$ cat config.mk
export PLATFORM = sky130hd
export DESIGN_NAME = tag_interrupt_mask_flags
export DESIGN_NICKNAME = d
export VERILOG_FILES = /design/src/tag_irq_pkg.sv /design/src/tag_interrupt_mask_flags.sv
export SDC_FILE = /design/constraint.sdc
export NUM_CORES = 1
export LEC_CHECK = 0
export BUFFER_PORTS_ARGS = -buffer_cell sky130_fd_sc_hd__buf_4
export CAP_MARGIN = 20
export CELL_PAD_IN_SITES_DETAIL_PLACEMENT = 1
export CELL_PAD_IN_SITES_GLOBAL_PLACEMENT = 1
export CORE_UTILIZATION = 30
export DETAILED_ROUTE_END_ITERATION = 6
export HOLD_SLACK_MARGIN = 0.1
export PLACE_DENSITY = 0.76
export RECOVER_POWER = 50
export SYNTH_ARGS = -nofsm -noshare
export SYNTH_HDL_FRONTEND = slang
export SYNTH_SLANG_ARGS = --single-unit
$ cat constraint.sdc
create_clock -name CLK_I -period 2.2 [get_ports CLK_I]
set_input_delay 0.11 -clock CLK_I [delete_from_list [all_inputs] [get_ports CLK_I]]
set_output_delay 0.11 -clock CLK_I [all_outputs]
set_load 0.02 [all_outputs]
$ cat src/tag_irq_pkg.sv
// register map and bit layout of the tag interrupt flag and mask block
// assumes a 32-bit apb slave port with byte addresses
package tag_irq_pkg;
    localparam logic [7:0] MAIN_MASK_IDX  = 8'h08;
    localparam logic [7:0] AUX_MASK_IDX   = 8'h09;
    localparam logic [7:0] MAIN_FLAGS_IDX = 8'h0a;
    localparam logic [7:0] AUX_FLAGS_IDX  = 8'h0b;
    localparam logic [7:0] CONTROL_IDX    = 8'h0e;
    localparam logic [7:0] MAIN_MASK_RST  = 8'hc0;
    localparam logic [7:0] AUX_MASK_RST   = 8'h00;
    localparam logic [7:0] FLAGS_RST      = 8'h00;
    localparam logic [7:0] MAIN_MASK_WR   = 8'hfe;
    localparam int         PU_BIT         = 7;
    localparam int         ACT_BIT        = 6;
    localparam int         WAKE_BIT       = 5;
    localparam int         RXS_BIT        = 4;
    localparam int         RXE_BIT        = 3;
    localparam int         TXE_BIT        = 2;
    localparam int         WL_BIT         = 1;
    localparam int         AUX_BIT        = 0;
    localparam int         DES_BIT        = 7;
    localparam int         FR_BIT         = 6;
    localparam int         PAR_BIT        = 5;
    localparam int         CRC_BIT        = 4;
    localparam int         QERR_BIT       = 3;
    localparam int         NVOK_BIT       = 2;
    localparam int         NVERR_BIT      = 1;
    localparam int         NVABT_BIT      = 0;
    localparam int         SETDEF_BIT     = 0;
endpackage

$ cat src/tag_interrupt_mask_flags.sv
// interrupt flags and masks of a passive tag front end, apb registers
// assumes event inputs are one-cycle pulses synchronous to CLK_I
`timescale 1ns/1ns
module tag_interrupt_mask_flags (
    input  wire logic        CLK_I,
    input  wire logic        RST_I,
    input  wire logic        NVM_PU_UNMASK_I,
    input  wire logic        NVM_ACT_UNMASK_I,
    input  wire logic        EV_POWER_UP_I,
    input  wire logic        EV_ACTIVE_ENTRY_I,
    input  wire logic        EV_WAKE_CMD_I,
    input  wire logic        EV_RX_START_I,
    input  wire logic        EV_RX_END_I,
    input  wire logic        RX_TO_FIFO_I,
    input  wire logic        EV_TX_END_I,
    input  wire logic        TX_FROM_FIFO_I,
    input  wire logic        RECEIVING_I,
    input  wire logic        TRANSMITTING_I,
    input  wire logic        FIFO_NEAR_FULL_I,
    input  wire logic        FIFO_NEAR_EMPTY_I,
    input  wire logic        EV_DESELECT_I,
    input  wire logic        EV_FRAMING_ERR_I,
    input  wire logic        EV_PARITY_ERR_I,
    input  wire logic        EV_CHECK_ERR_I,
    input  wire logic        FIFO_OVERFLOW_I,
    input  wire logic        FIFO_UNDERFLOW_I,
    input  wire logic        EV_NVM_WRITE_OK_I,
    input  wire logic        EV_NVM_WRITE_ERR_I,
    input  wire logic        EV_NVM_ABORT_I,
    input  wire logic        PSEL_I,
    input  wire logic        PENABLE_I,
    input  wire logic        PWRITE_I,
    input  wire logic [31:0] PADDR_I,
    input  wire logic [31:0] PWDATA_I,
    output logic      [31:0] PRDATA_O,
    output logic             PREADY_O,
    output logic             PSLVERR_O,
    output logic             IRQ_O
);
    logic [7:0]  main_mask_ff;
    logic [7:0]  nxt_main_mask;
    logic [7:0]  aux_mask_ff;
    logic [7:0]  nxt_aux_mask;
    logic [7:0]  main_flags_ff;
    logic [7:0]  nxt_main_flags;
    logic [7:0]  aux_flags_ff;
    logic [7:0]  nxt_aux_flags;
    logic        init_ff;
    logic        nxt_init;
    logic        wl_cond_ff;
    logic        nxt_wl_cond;
    logic [31:0] prdata_ff;
    logic [31:0] nxt_prdata;
    logic        pready_ff;
    logic        nxt_pready;
    logic        pslverr_ff;
    logic        nxt_pslverr;
    logic        irq_ff;
    logic        nxt_irq;
    logic [7:0]  main_ev;
    logic [7:0]  aux_ev;
    logic        acc;
    logic        setdef;
    logic        rd_main;
    logic        rd_aux;
    logic        mapped;

    function automatic logic hit(input logic [31:0] a, input logic [7:0] i);
        return a == {22'h000000, i, 2'h0};
    endfunction

    assign acc    = PSEL_I && PENABLE_I && !pready_ff;
    assign mapped = hit(PADDR_I, tag_irq_pkg::MAIN_MASK_IDX)
                 || hit(PADDR_I, tag_irq_pkg::AUX_MASK_IDX)
                 || hit(PADDR_I, tag_irq_pkg::MAIN_FLAGS_IDX)
                 || hit(PADDR_I, tag_irq_pkg::AUX_FLAGS_IDX)
                 || hit(PADDR_I, tag_irq_pkg::CONTROL_IDX);
    assign setdef = acc && PWRITE_I
                 && hit(PADDR_I, tag_irq_pkg::CONTROL_IDX)
                 && PWDATA_I[tag_irq_pkg::SETDEF_BIT];
    assign rd_main = acc && !PWRITE_I
                  && hit(PADDR_I, tag_irq_pkg::MAIN_FLAGS_IDX);
    assign rd_aux  = acc && !PWRITE_I
                  && hit(PADDR_I, tag_irq_pkg::AUX_FLAGS_IDX);

    // event collection
    always_comb begin
        main_ev = 8'h00;
        aux_ev  = 8'h00;
        nxt_wl_cond = (RECEIVING_I && FIFO_NEAR_FULL_I)
                   || (TRANSMITTING_I && FIFO_NEAR_EMPTY_I);
        main_ev[tag_irq_pkg::PU_BIT]   = EV_POWER_UP_I;
        main_ev[tag_irq_pkg::ACT_BIT]  = EV_ACTIVE_ENTRY_I;
        main_ev[tag_irq_pkg::WAKE_BIT] = EV_WAKE_CMD_I;
        main_ev[tag_irq_pkg::RXS_BIT]  = EV_RX_START_I && RX_TO_FIFO_I;
        main_ev[tag_irq_pkg::RXE_BIT]  = EV_RX_END_I && RX_TO_FIFO_I;
        main_ev[tag_irq_pkg::TXE_BIT]  = EV_TX_END_I && TX_FROM_FIFO_I;
        main_ev[tag_irq_pkg::WL_BIT]   = nxt_wl_cond && !wl_cond_ff;
        aux_ev[tag_irq_pkg::DES_BIT]   = EV_DESELECT_I;
        aux_ev[tag_irq_pkg::FR_BIT]    = EV_FRAMING_ERR_I;
        aux_ev[tag_irq_pkg::PAR_BIT]   = EV_PARITY_ERR_I;
        aux_ev[tag_irq_pkg::CRC_BIT]   = EV_CHECK_ERR_I;
        aux_ev[tag_irq_pkg::QERR_BIT]  = FIFO_OVERFLOW_I
                                      || FIFO_UNDERFLOW_I;
        aux_ev[tag_irq_pkg::NVOK_BIT]  = EV_NVM_WRITE_OK_I;
        aux_ev[tag_irq_pkg::NVERR_BIT] = EV_NVM_WRITE_ERR_I;
        aux_ev[tag_irq_pkg::NVABT_BIT] = EV_NVM_ABORT_I;
    end

    // masks, flags and power-up init
    always_comb begin
        nxt_init      = 1'b0;
        nxt_main_mask = main_mask_ff;
        nxt_aux_mask  = aux_mask_ff;
        if (init_ff) begin
            if (NVM_PU_UNMASK_I)
                nxt_main_mask[tag_irq_pkg::PU_BIT] = 1'b0;
            if (NVM_ACT_UNMASK_I)
                nxt_main_mask[tag_irq_pkg::ACT_BIT] = 1'b0;
        end
        if (acc && PWRITE_I) begin
            if (hit(PADDR_I, tag_irq_pkg::MAIN_MASK_IDX))
                nxt_main_mask = PWDATA_I[7:0]
                              & tag_irq_pkg::MAIN_MASK_WR;
            if (hit(PADDR_I, tag_irq_pkg::AUX_MASK_IDX))
                nxt_aux_mask = PWDATA_I[7:0];
        end
        nxt_main_flags = main_flags_ff;
        nxt_aux_flags  = aux_flags_ff;
        if (rd_main)
            nxt_main_flags[7:1] = 7'h00;
        if (rd_aux)
            nxt_aux_flags = 8'h00;
        nxt_aux_flags  = nxt_aux_flags | aux_ev;
        nxt_main_flags = nxt_main_flags | main_ev;
        nxt_main_flags[tag_irq_pkg::AUX_BIT] = |nxt_aux_flags;
        if (setdef) begin
            nxt_main_mask  = tag_irq_pkg::MAIN_MASK_RST;
            nxt_aux_mask   = tag_irq_pkg::AUX_MASK_RST;
            nxt_main_flags = tag_irq_pkg::FLAGS_RST;
            nxt_aux_flags  = tag_irq_pkg::FLAGS_RST;
        end
        nxt_irq = |((nxt_main_flags & ~nxt_main_mask) & 8'hfe)
               || |(nxt_aux_flags & ~nxt_aux_mask);
    end

    // apb answer, one wait state
    always_comb begin
        nxt_pready  = acc;
        nxt_pslverr = acc && !mapped;
        nxt_prdata  = 32'h00000000;
        if (acc && !PWRITE_I) begin
            if (hit(PADDR_I, tag_irq_pkg::MAIN_MASK_IDX))
                nxt_prdata[7:0] = main_mask_ff;
            if (hit(PADDR_I, tag_irq_pkg::AUX_MASK_IDX))
                nxt_prdata[7:0] = aux_mask_ff;
            if (rd_main)
                nxt_prdata[7:0] = main_flags_ff;
            if (rd_aux)
                nxt_prdata[7:0] = aux_flags_ff;
        end
    end

    always_ff @(posedge CLK_I) begin
        if (RST_I) begin
            main_mask_ff  <= tag_irq_pkg::MAIN_MASK_RST;
            aux_mask_ff   <= tag_irq_pkg::AUX_MASK_RST;
            main_flags_ff <= tag_irq_pkg::FLAGS_RST;
            aux_flags_ff  <= tag_irq_pkg::FLAGS_RST;
            init_ff       <= 1'b1;
            wl_cond_ff    <= 1'b0;
            prdata_ff     <= 32'h00000000;
            pready_ff     <= 1'b0;
            pslverr_ff    <= 1'b0;
            irq_ff        <= 1'b0;
        end else begin
            main_mask_ff  <= nxt_main_mask;
            aux_mask_ff   <= nxt_aux_mask;
            main_flags_ff <= nxt_main_flags;
            aux_flags_ff  <= nxt_aux_flags;
            init_ff       <= nxt_init;
            wl_cond_ff    <= nxt_wl_cond;
            prdata_ff     <= nxt_prdata;
            pready_ff     <= nxt_pready;
            pslverr_ff    <= nxt_pslverr;
            irq_ff        <= nxt_irq;
        end
    end

    assign PRDATA_O  = prdata_ff;
    assign PREADY_O  = pready_ff;
    assign PSLVERR_O = pslverr_ff;
    assign IRQ_O     = irq_ff;

    // checks
    chk_mask_reset: assert property (@(posedge CLK_I)
        $past(RST_I) && !RST_I |-> main_mask_ff[6:0] == 7'h40
                                 && aux_mask_ff == 8'h00)
        else $error("mask reset value wrong");
    chk_bit0_zero: assert property (@(posedge CLK_I)
        disable iff (RST_I) main_mask_ff[0] == 1'b0)
        else $error("reserved mask bit set");
    chk_pu_init: assert property (@(posedge CLK_I)
        disable iff (RST_I)
        init_ff && NVM_PU_UNMASK_I && !setdef
        ##1 1'b1 |-> !main_mask_ff[7])
        else $error("power-up mask not cleared");
    chk_act_init: assert property (@(posedge CLK_I)
        disable iff (RST_I)
        init_ff && NVM_ACT_UNMASK_I && !setdef
        ##1 1'b1 |-> !main_mask_ff[tag_irq_pkg::ACT_BIT])
        else $error("active-entry mask not cleared");
    chk_setdef: assert property (@(posedge CLK_I)
        disable iff (RST_I)
        setdef |=> main_mask_ff == 8'hc0 && aux_mask_ff == 8'h00)
        else $error("set default missed");
    chk_main_mask_wr: assert property (@(posedge CLK_I)
        disable iff (RST_I)
        acc && PWRITE_I && hit(PADDR_I, tag_irq_pkg::MAIN_MASK_IDX)
        |=> main_mask_ff == ($past(PWDATA_I[7:0])
                             & tag_irq_pkg::MAIN_MASK_WR))
        else $error("main mask write lost");
    chk_aux_mask_wr: assert property (@(posedge CLK_I)
        disable iff (RST_I)
        acc && PWRITE_I && hit(PADDR_I, tag_irq_pkg::AUX_MASK_IDX)
        |=> aux_mask_ff == $past(PWDATA_I[7:0]))
        else $error("aux mask write lost");
    chk_read_clear: assert property (@(posedge CLK_I)
        disable iff (RST_I)
        rd_main && !setdef |=> (main_flags_ff[7:1] & ~$past(main_ev[7:1]))
                               == 7'h00)
        else $error("flags not cleared on read");
    chk_aux_clear: assert property (@(posedge CLK_I)
        disable iff (RST_I)
        rd_aux && aux_ev == 8'h00 |=> !main_flags_ff[tag_irq_pkg::AUX_BIT])
        else $error("summary bit not cleared");
    chk_summary: assert property (@(posedge CLK_I)
        disable iff (RST_I) main_flags_ff[0] == (|aux_flags_ff))
        else $error("summary bit mismatch");
    chk_flags_ro: assert property (@(posedge CLK_I)
        disable iff (RST_I)
        acc && PWRITE_I && hit(PADDR_I, tag_irq_pkg::MAIN_FLAGS_IDX)
        && main_ev == 8'h00 && aux_ev == 8'h00
        |=> main_flags_ff == $past(main_flags_ff))
        else $error("flag register written");
    chk_pu_flag: assert property (@(posedge CLK_I)
        disable iff (RST_I)
        EV_POWER_UP_I && !setdef |=> main_flags_ff[tag_irq_pkg::PU_BIT])
        else $error("power-up flag lost");
    chk_act_flag: assert property (@(posedge CLK_I)
        disable iff (RST_I)
        EV_ACTIVE_ENTRY_I && !setdef |=> main_flags_ff[tag_irq_pkg::ACT_BIT])
        else $error("active-entry flag lost");
    chk_wake_flag: assert property (@(posedge CLK_I)
        disable iff (RST_I)
        EV_WAKE_CMD_I && !setdef |=> main_flags_ff[tag_irq_pkg::WAKE_BIT])
        else $error("wake command flag lost");
    chk_rx_gate: assert property (@(posedge CLK_I)
        disable iff (RST_I)
        EV_RX_END_I && RX_TO_FIFO_I |=> main_flags_ff[3])
        else $error("rx end flag lost");
    chk_rxs_gate: assert property (@(posedge CLK_I)
        disable iff (RST_I)
        !main_flags_ff[tag_irq_pkg::RXS_BIT]
        && !(EV_RX_START_I && RX_TO_FIFO_I)
        |=> !main_flags_ff[tag_irq_pkg::RXS_BIT])
        else $error("rx start flag without cause");
    chk_tx_gate: assert property (@(posedge CLK_I)
        disable iff (RST_I)
        !main_flags_ff[2] && !(EV_TX_END_I && TX_FROM_FIFO_I)
        |=> !main_flags_ff[2])
        else $error("tx end flag without cause");
    chk_tx_flag: assert property (@(posedge CLK_I)
        disable iff (RST_I)
        EV_TX_END_I && TX_FROM_FIFO_I && !setdef
        |=> main_flags_ff[tag_irq_pkg::TXE_BIT])
        else $error("tx end flag lost");
    chk_wl_flag: assert property (@(posedge CLK_I)
        disable iff (RST_I)
        $rose((RECEIVING_I && FIFO_NEAR_FULL_I)
              || (TRANSMITTING_I && FIFO_NEAR_EMPTY_I)) && !setdef
        |=> main_flags_ff[tag_irq_pkg::WL_BIT])
        else $error("water level flag lost");
    chk_par_flag: assert property (@(posedge CLK_I)
        disable iff (RST_I)
        EV_PARITY_ERR_I && !setdef |=> aux_flags_ff[tag_irq_pkg::PAR_BIT])
        else $error("parity error flag lost");
    chk_crc_flag: assert property (@(posedge CLK_I)
        disable iff (RST_I)
        EV_CHECK_ERR_I && !setdef |=> aux_flags_ff[tag_irq_pkg::CRC_BIT])
        else $error("check error flag lost");
    chk_queue_err: assert property (@(posedge CLK_I)
        disable iff (RST_I)
        (FIFO_OVERFLOW_I || FIFO_UNDERFLOW_I) && !setdef
        |=> aux_flags_ff[3] && (IRQ_O || aux_mask_ff[3]))
        else $error("queue error not flagged");
    chk_irq_out: assert property (@(posedge CLK_I)
        disable iff (RST_I)
        IRQ_O == (|((main_flags_ff & ~main_mask_ff) & 8'hfe)
               || |(aux_flags_ff & ~aux_mask_ff)))
        else $error("irq output mismatch");
    chk_irq_set: assert property (@(posedge CLK_I)
        disable iff (RST_I)
        main_flags_ff[tag_irq_pkg::WAKE_BIT]
        && !main_mask_ff[tag_irq_pkg::WAKE_BIT] |-> IRQ_O)
        else $error("unmasked flag gives no irq");
    cov_main_read: cover property (@(posedge CLK_I) rd_main && IRQ_O);
    cov_aux_read: cover property (@(posedge CLK_I) rd_aux && main_flags_ff[0]);
    cov_setdef: cover property (@(posedge CLK_I) setdef);
    cov_wl: cover property (@(posedge CLK_I) main_ev[1]);
    cov_nvm_init: cover property (@(posedge CLK_I) init_ff && NVM_PU_UNMASK_I);
endmodule

==> results_dict.tcl, run 1 <==
set metrics [dict create \
    outcome "finished clean" \
    syn_avg_cell_area_um2 9.701 \
    grt_pass1_wl_um 9984 \
    drc 0 \
    max_cap_viol_count 0 \
    p_total_mw 1.678 \
    grt_pass1_vias 2095 \
    cp_max_fo 9 \
    syn_area_um2 2280 \
    wl_um 6680 \
    endpoint_kind "register" \
    ys_ff_latch 45 \
    yosys_warnings 0 \
    drt-pass1-iter-count 4 \
    hpwl_um 5069 \
    slew_viol_final 0 \
    setup_ws_ns 0.07739 \
    synthFlopType "dfxtp_1" \
    coreArea_um2 7292 \
    fmax_mhz 471.1 \
    synthArstFlopShare_pct 0 \
    synthTopCellsByCount "dfxtp_1 (45), nor2_1 (34), buf_4 (25)" \
    synth_top_cell_by_area "dfxtp_1" \
    fill_cells 896 \
    start_util_pct 31.26 \
    drt_iter0_drc 71 \
    synth_top_area_share_pct 39.52 \
    fp.dieArea_um2 7951 \
    antenna_found_initial 0 \
    cts_tree "built" \
    multi_input_area_um2 1289 \
    clock-sinks 45 \
    ant_nets 0 \
    hold_class "in2reg" \
    nets 431 \
    crit_path_start_kind "register" \
    synthMostInstantiatedCell "dfxtp_1" \
    instances_no_fill 439 \
    synth.yosys.seq_area_share_pct 39.52 \
    p_per_area_nw_per_um2 520.7 \
    slew-limit-headroom_pct 62.89 \
    fin_worst_skew_ns 0.006051 \
    arrival_ns 2.30 \
    grt_max_degree 34 \
    p_leak_nw 1.366 \
    vias 2081 \
    die_height_um 89.17 \
    viasPerCell 4.740 \
    synth_edf_count 0 \
    placed_area_um2 2989 \
    syn2layout_area_growth_pct 41.33 \
    worst_pin_slew_ns 0.5495 \
    overflow 0 \
    clk_path_buf_depth 2 \
    synthDistinctLibCells 49 \
    clk_latency_ns 0.30 \
    postCtsSetupRepairBufs 0 \
    post_drt_wl_per_cell_um 15.22 \
    stdcell_area_um2 3222 \
    hold_viol_final 0 \
    cts_buffers 5 \
    peakVddDrop_v 0.0002636 \
    regArea_um2 900.9 \
    timing.final.crit_share_pct 96.48 \
    io_pins 127 \
    clk_pin_slew_ns 0.09 \
    synth_area_leaders "dfxtp_1 (40%), buf_4 (8.2%), mux2_2 (6.4%), nor2_1 (5.6%), a221oi_1 (3.5%)" \
    clock_tree.root_cell "clkbuf_8" \
    period_needed_ns 2.123 \
    dp.cells 418 \
    post-place-ws_ns -0.003521 \
    diodes 0 \
    synthCells 235 \
    finalSetupViolCount 0 \
    rows 31 \
    gp_congestion 0.7803 \
    drive_gt1_share_pct 37.65 \
    port_buffers 78 \
    path_class "reg2reg" \
    die_w_um 89.17 \
    h-tree-depth 2 \
    worstPathRequired_ns 2.38 \
    grtUsageTotal_pct 16.78 \
]
## timing repair
action | in CTS | in global routing
endpoints found under the setup margin | 0 | 1
endpoints found under the hold margin | 14 | 0
hold buffers | 13 | 0
gates resized for setup | 0 | 14
## routing by layer
metal / vias to the layer above / track usage [%] / share of wire, %
met5: - / 0 / 0
li1: 1011 / - / -
met2: 60 / 31.37 / 51
met4: 0 / 4.040 / 1.4
met1: 1001 / 19.85 / 42
met3: 9 / 2.862 / 5.1
## path summary, 6_finish.rpt
path / cells after the start / startpoint / slack (ns) / end
setup reg to reg: 7 / PREADY_O / 0.08 / IRQ_O
hold reg to reg: 1 / main_mask_ff[0] / 0.48 / main_mask_ff[0]
hold / removal: 3 / TX_FROM_FIFO_I / 0.12 / main_flags_ff[2]
setup / recovery: 7 / PREADY_O / 0.08 / IRQ_O
## critical path: stages, from the launching register on
cell and delay (ns):
dfxtp_1 0.33, nand3b_4 0.17, or3_4 0.40, or3_4 0.34, buf_8 0.16, a211oi_2 0.28, o2111a_1 0.23, a31oi_1 0.08
## cell type report
class                           instances  share of cell area (%)
Multi-Input combinational cell        178                   40.00
Sequential cell                        45                   27.96
Timing Repair Buffer                  107                   25.17
Tap cell                               99                   3.845
Clock buffer                            5                   2.136
Clock inverter                          3                  0.6602
Inverter                                2                  0.2330
## cells by family after synthesis
kind of cell / after synthesis / share of synthesized area (%)
AND/OR/NAND/NOR: 88 / 25.30
AO/OA/AOI/OAI: 45 / 14.33
flip-flops: 45 / 39.52
buffers and inverters: 35 / 10.43
multiplexers: 21 / 10.26
other: 1 / 0.1645
## per-stage QoR
stage	setup TNS, ns	hold slack (ns)	utilization, %
2_1_floorplan	0	0.1377	-
3_3_place_gp	0	0.2639	40.99
3_5_place_dp	-0.003521	0.2698	40.99
4_1_cts	0	0.1001	44.01
5_1_grt	-0.01259	0.1151	44.18
6_report	0	0.1205	44.18
## power breakdown
part | internal, mW | switching (mW) | total (mW)
sequential | 0.842 | 0.0182 | 0.860
combinational | 0.145 | 0.144 | 0.289
clock | 0.226 | 0.302 | 0.528
## registers in the layout (all words and copies together), names as in the netlist
register / flops
wl_cond_ff: 1
main_flags_ff: 8
init_ff: 1
PREADY_O: 1
PRDATA_O: 8
IRQ_O: 1
main_mask_ff: 8
PSLVERR_O: 1
aux_mask_ff: 8
aux_flags_ff: 8
## placed cells by master, fill, tap and decap left out, types with 4 or more instances in the layout
master         netlist  final
buf_4               25     77
dfxtp_1             45     45
nor2_1              34     34
conb_1               1     24
mux2_2              13     13
dlygate4sd3_1        0     13
clkbuf_1             2     12
nor2b_1             10     10
a221oi_1             9      8
nand2b_1             6      6
nand2_1              6      6
o21ai_1              5      5
mux2i_1              5      5
a21oi_1              8      5
clkbuf_8             0      5
nor4_4               3      4
a22oi_1              4      4
Power figures use the tool's default switching activity.
==> run 2, diff against run 1 <==
--- a/config.mk
+++ b/config.mk
@@ -14,6 +14,7 @@
 export HOLD_SLACK_MARGIN = 0.1
 export PLACE_DENSITY = 0.76
 export RECOVER_POWER = 50
+export REMOVE_ABC_BUFFERS = 1
 export SYNTH_ARGS = -nofsm -noshare
 export SYNTH_HDL_FRONTEND = slang
 export SYNTH_SLANG_ARGS = --single-unit
==> run 2 against run 1 <==
Compared with the run above:
- global-route usage rose by 1.5 points
- combinational power rose by 6%
- flip-flop and latch count stayed put
- register-to-register slack worse by 0.04 ns
- utilization increased by 2.0 points
- critical path type unchanged
- critical endpoint unchanged
- largest cell class unchanged
- largest power group unchanged
==> results_dict.tcl, run 2 (synthesis gave the netlist of run 1 again) <==
set metrics [dict create \
    cts_tree "built" \
    io_pins 127 \
    grt_pass1_vias 2306 \
    p_per_area_nw_per_um2 545.2 \
    outcome "finished clean" \
    utilization_pct 46.19 \
    antenna_found_initial 0 \
    p_leak_nw 1.465 \
    min_path_cells 3 \
    start_util_pct 31.26 \
    gp_congestion 0.8110 \
    max_cap_viol_count 0 \
    die_w_um 89.17 \
    instances_no_fill 452 \
    clk_latency_ns 0.30 \
    overflow 0 \
    rows 31 \
    peakVddDrop_v 0.0003444 \
    vias 2156 \
    period_needed_ns 2.164 \
    setup_ws_ns 0.03576 \
    drt-pass1-iter-count 4 \
    clock_tree.root_cell "clkbuf_8" \
    h-tree-depth 2 \
    dp.cells 426 \
    drive_gt1_share_pct 39.38 \
    coreArea_um2 7292 \
    r2r_cells 8 \
    grtUsageTotal_pct 18.26 \
    hold_viol_final 0 \
    cp_max_fo 9 \
    ant_nets 0 \
    layout_common_cells "buf_4 (89), dfxtp_1 (45), nor2_1 (34)" \
    grt_pass1_wl_um 10820 \
    timing.final.crit_share_pct 98.37 \
    nets 444 \
    tns_ns 0 \
    slew_viol_final 0 \
    post-place-ws_ns -0.01661 \
    regArea_um2 900.9 \
    fill_cells 884 \
    placed_area_um2 3049 \
    rsz0062_at_grt "yes" \
    fp.dieArea_um2 7951 \
    grt_max_degree 34 \
    clk_pin_slew_ns 0.10 \
    syn2layout_area_growth_pct 47.75 \
    p_total_mw 1.836 \
    arrival_ns 2.34 \
    crit_path_start_kind "register" \
    drt_iter0_drc 88 \
    final_common_cell "buf_4" \
    cts_buffers 5 \
    multi_input_area_um2 1296 \
    drc 0 \
    port_buffers 78 \
    clock-sinks 45 \
    post_drt_wl_per_cell_um 15.49 \
    fin_worst_skew_ns 0.01215 \
    hpwl_um 5261 \
    endpoint_kind "register" \
    viasPerCell 4.770 \
    path_class "reg2reg" \
    die_height_um 89.17 \
    hold_class "in2reg" \
    fmax_mhz 462.1 \
    hold_ws_ns 0.1026 \
    diodes 0 \
    finalSetupViolCount 0 \
    worstPathRequired_ns 2.38 \
    clk_path_buf_depth 2 \
    wl_um 7002 \
    stdcell_area_um2 3368 \
]
run 2: final timing paths:
kind / from / endpoint / slack [ns]
setup / recovery: PREADY_O / IRQ_O / 0.04
setup reg to reg: PREADY_O / IRQ_O / 0.04
hold / removal: PWDATA_I[5] / aux_mask_ff[5] / 0.10
hold reg to reg: main_mask_ff[0] / main_mask_ff[0] / 0.48
run 2: critical path, cell delays in order, from the launching register on:
cell	delay, ns
dfxtp_1	0.33
nand3b_4	0.17
or3_1	0.39
or3_1	0.34
buf_4	0.19
a21oi_2	0.17
o22ai_1	0.13
a221oi_2	0.20
a31oi_1	0.11
run 2: what timing repair did:
item,4_1_cts,5_1_grt
cloned,0,1
pin swaps,0,1
buffers inserted,1,0
hold buffers,16,0
gates resized for setup,1,11
endpoints found under the setup margin,1,3
endpoints found under the hold margin,15,0
run 2: layout make-up:
cell class	instances	area share, %
clock inverters	2	1.114
multi-input cells	178	38.48
well taps	99	3.678
inverters	2	0.2229
clock buffers	6	2.452
repair buffers	120	27.30
flip-flops and latches	45	26.75
run 2: per-layer routing:
| layer | wire [µm] | GRT usage [%] | vias to the layer above |
|---|---|---|---|
| li1 | - | - | 1038 |
| met1 | 2934 | 20.94 | 1030 |
| met2 | 3532 | 34.49 | 78 |
| met3 | 440 | 3.970 | 10 |
| met4 | 95 | 4.040 | 0 |
| met5 | 0 | 0 | - |
run 2: where the power goes:
group          switching, mW  leakage (nW)  total, mW  internal (mW)
Sequential            0.0179         0.369      0.860          0.842
Clock                  0.302        0.0574      0.671          0.370
Combinational          0.148          1.04      0.305          0.157
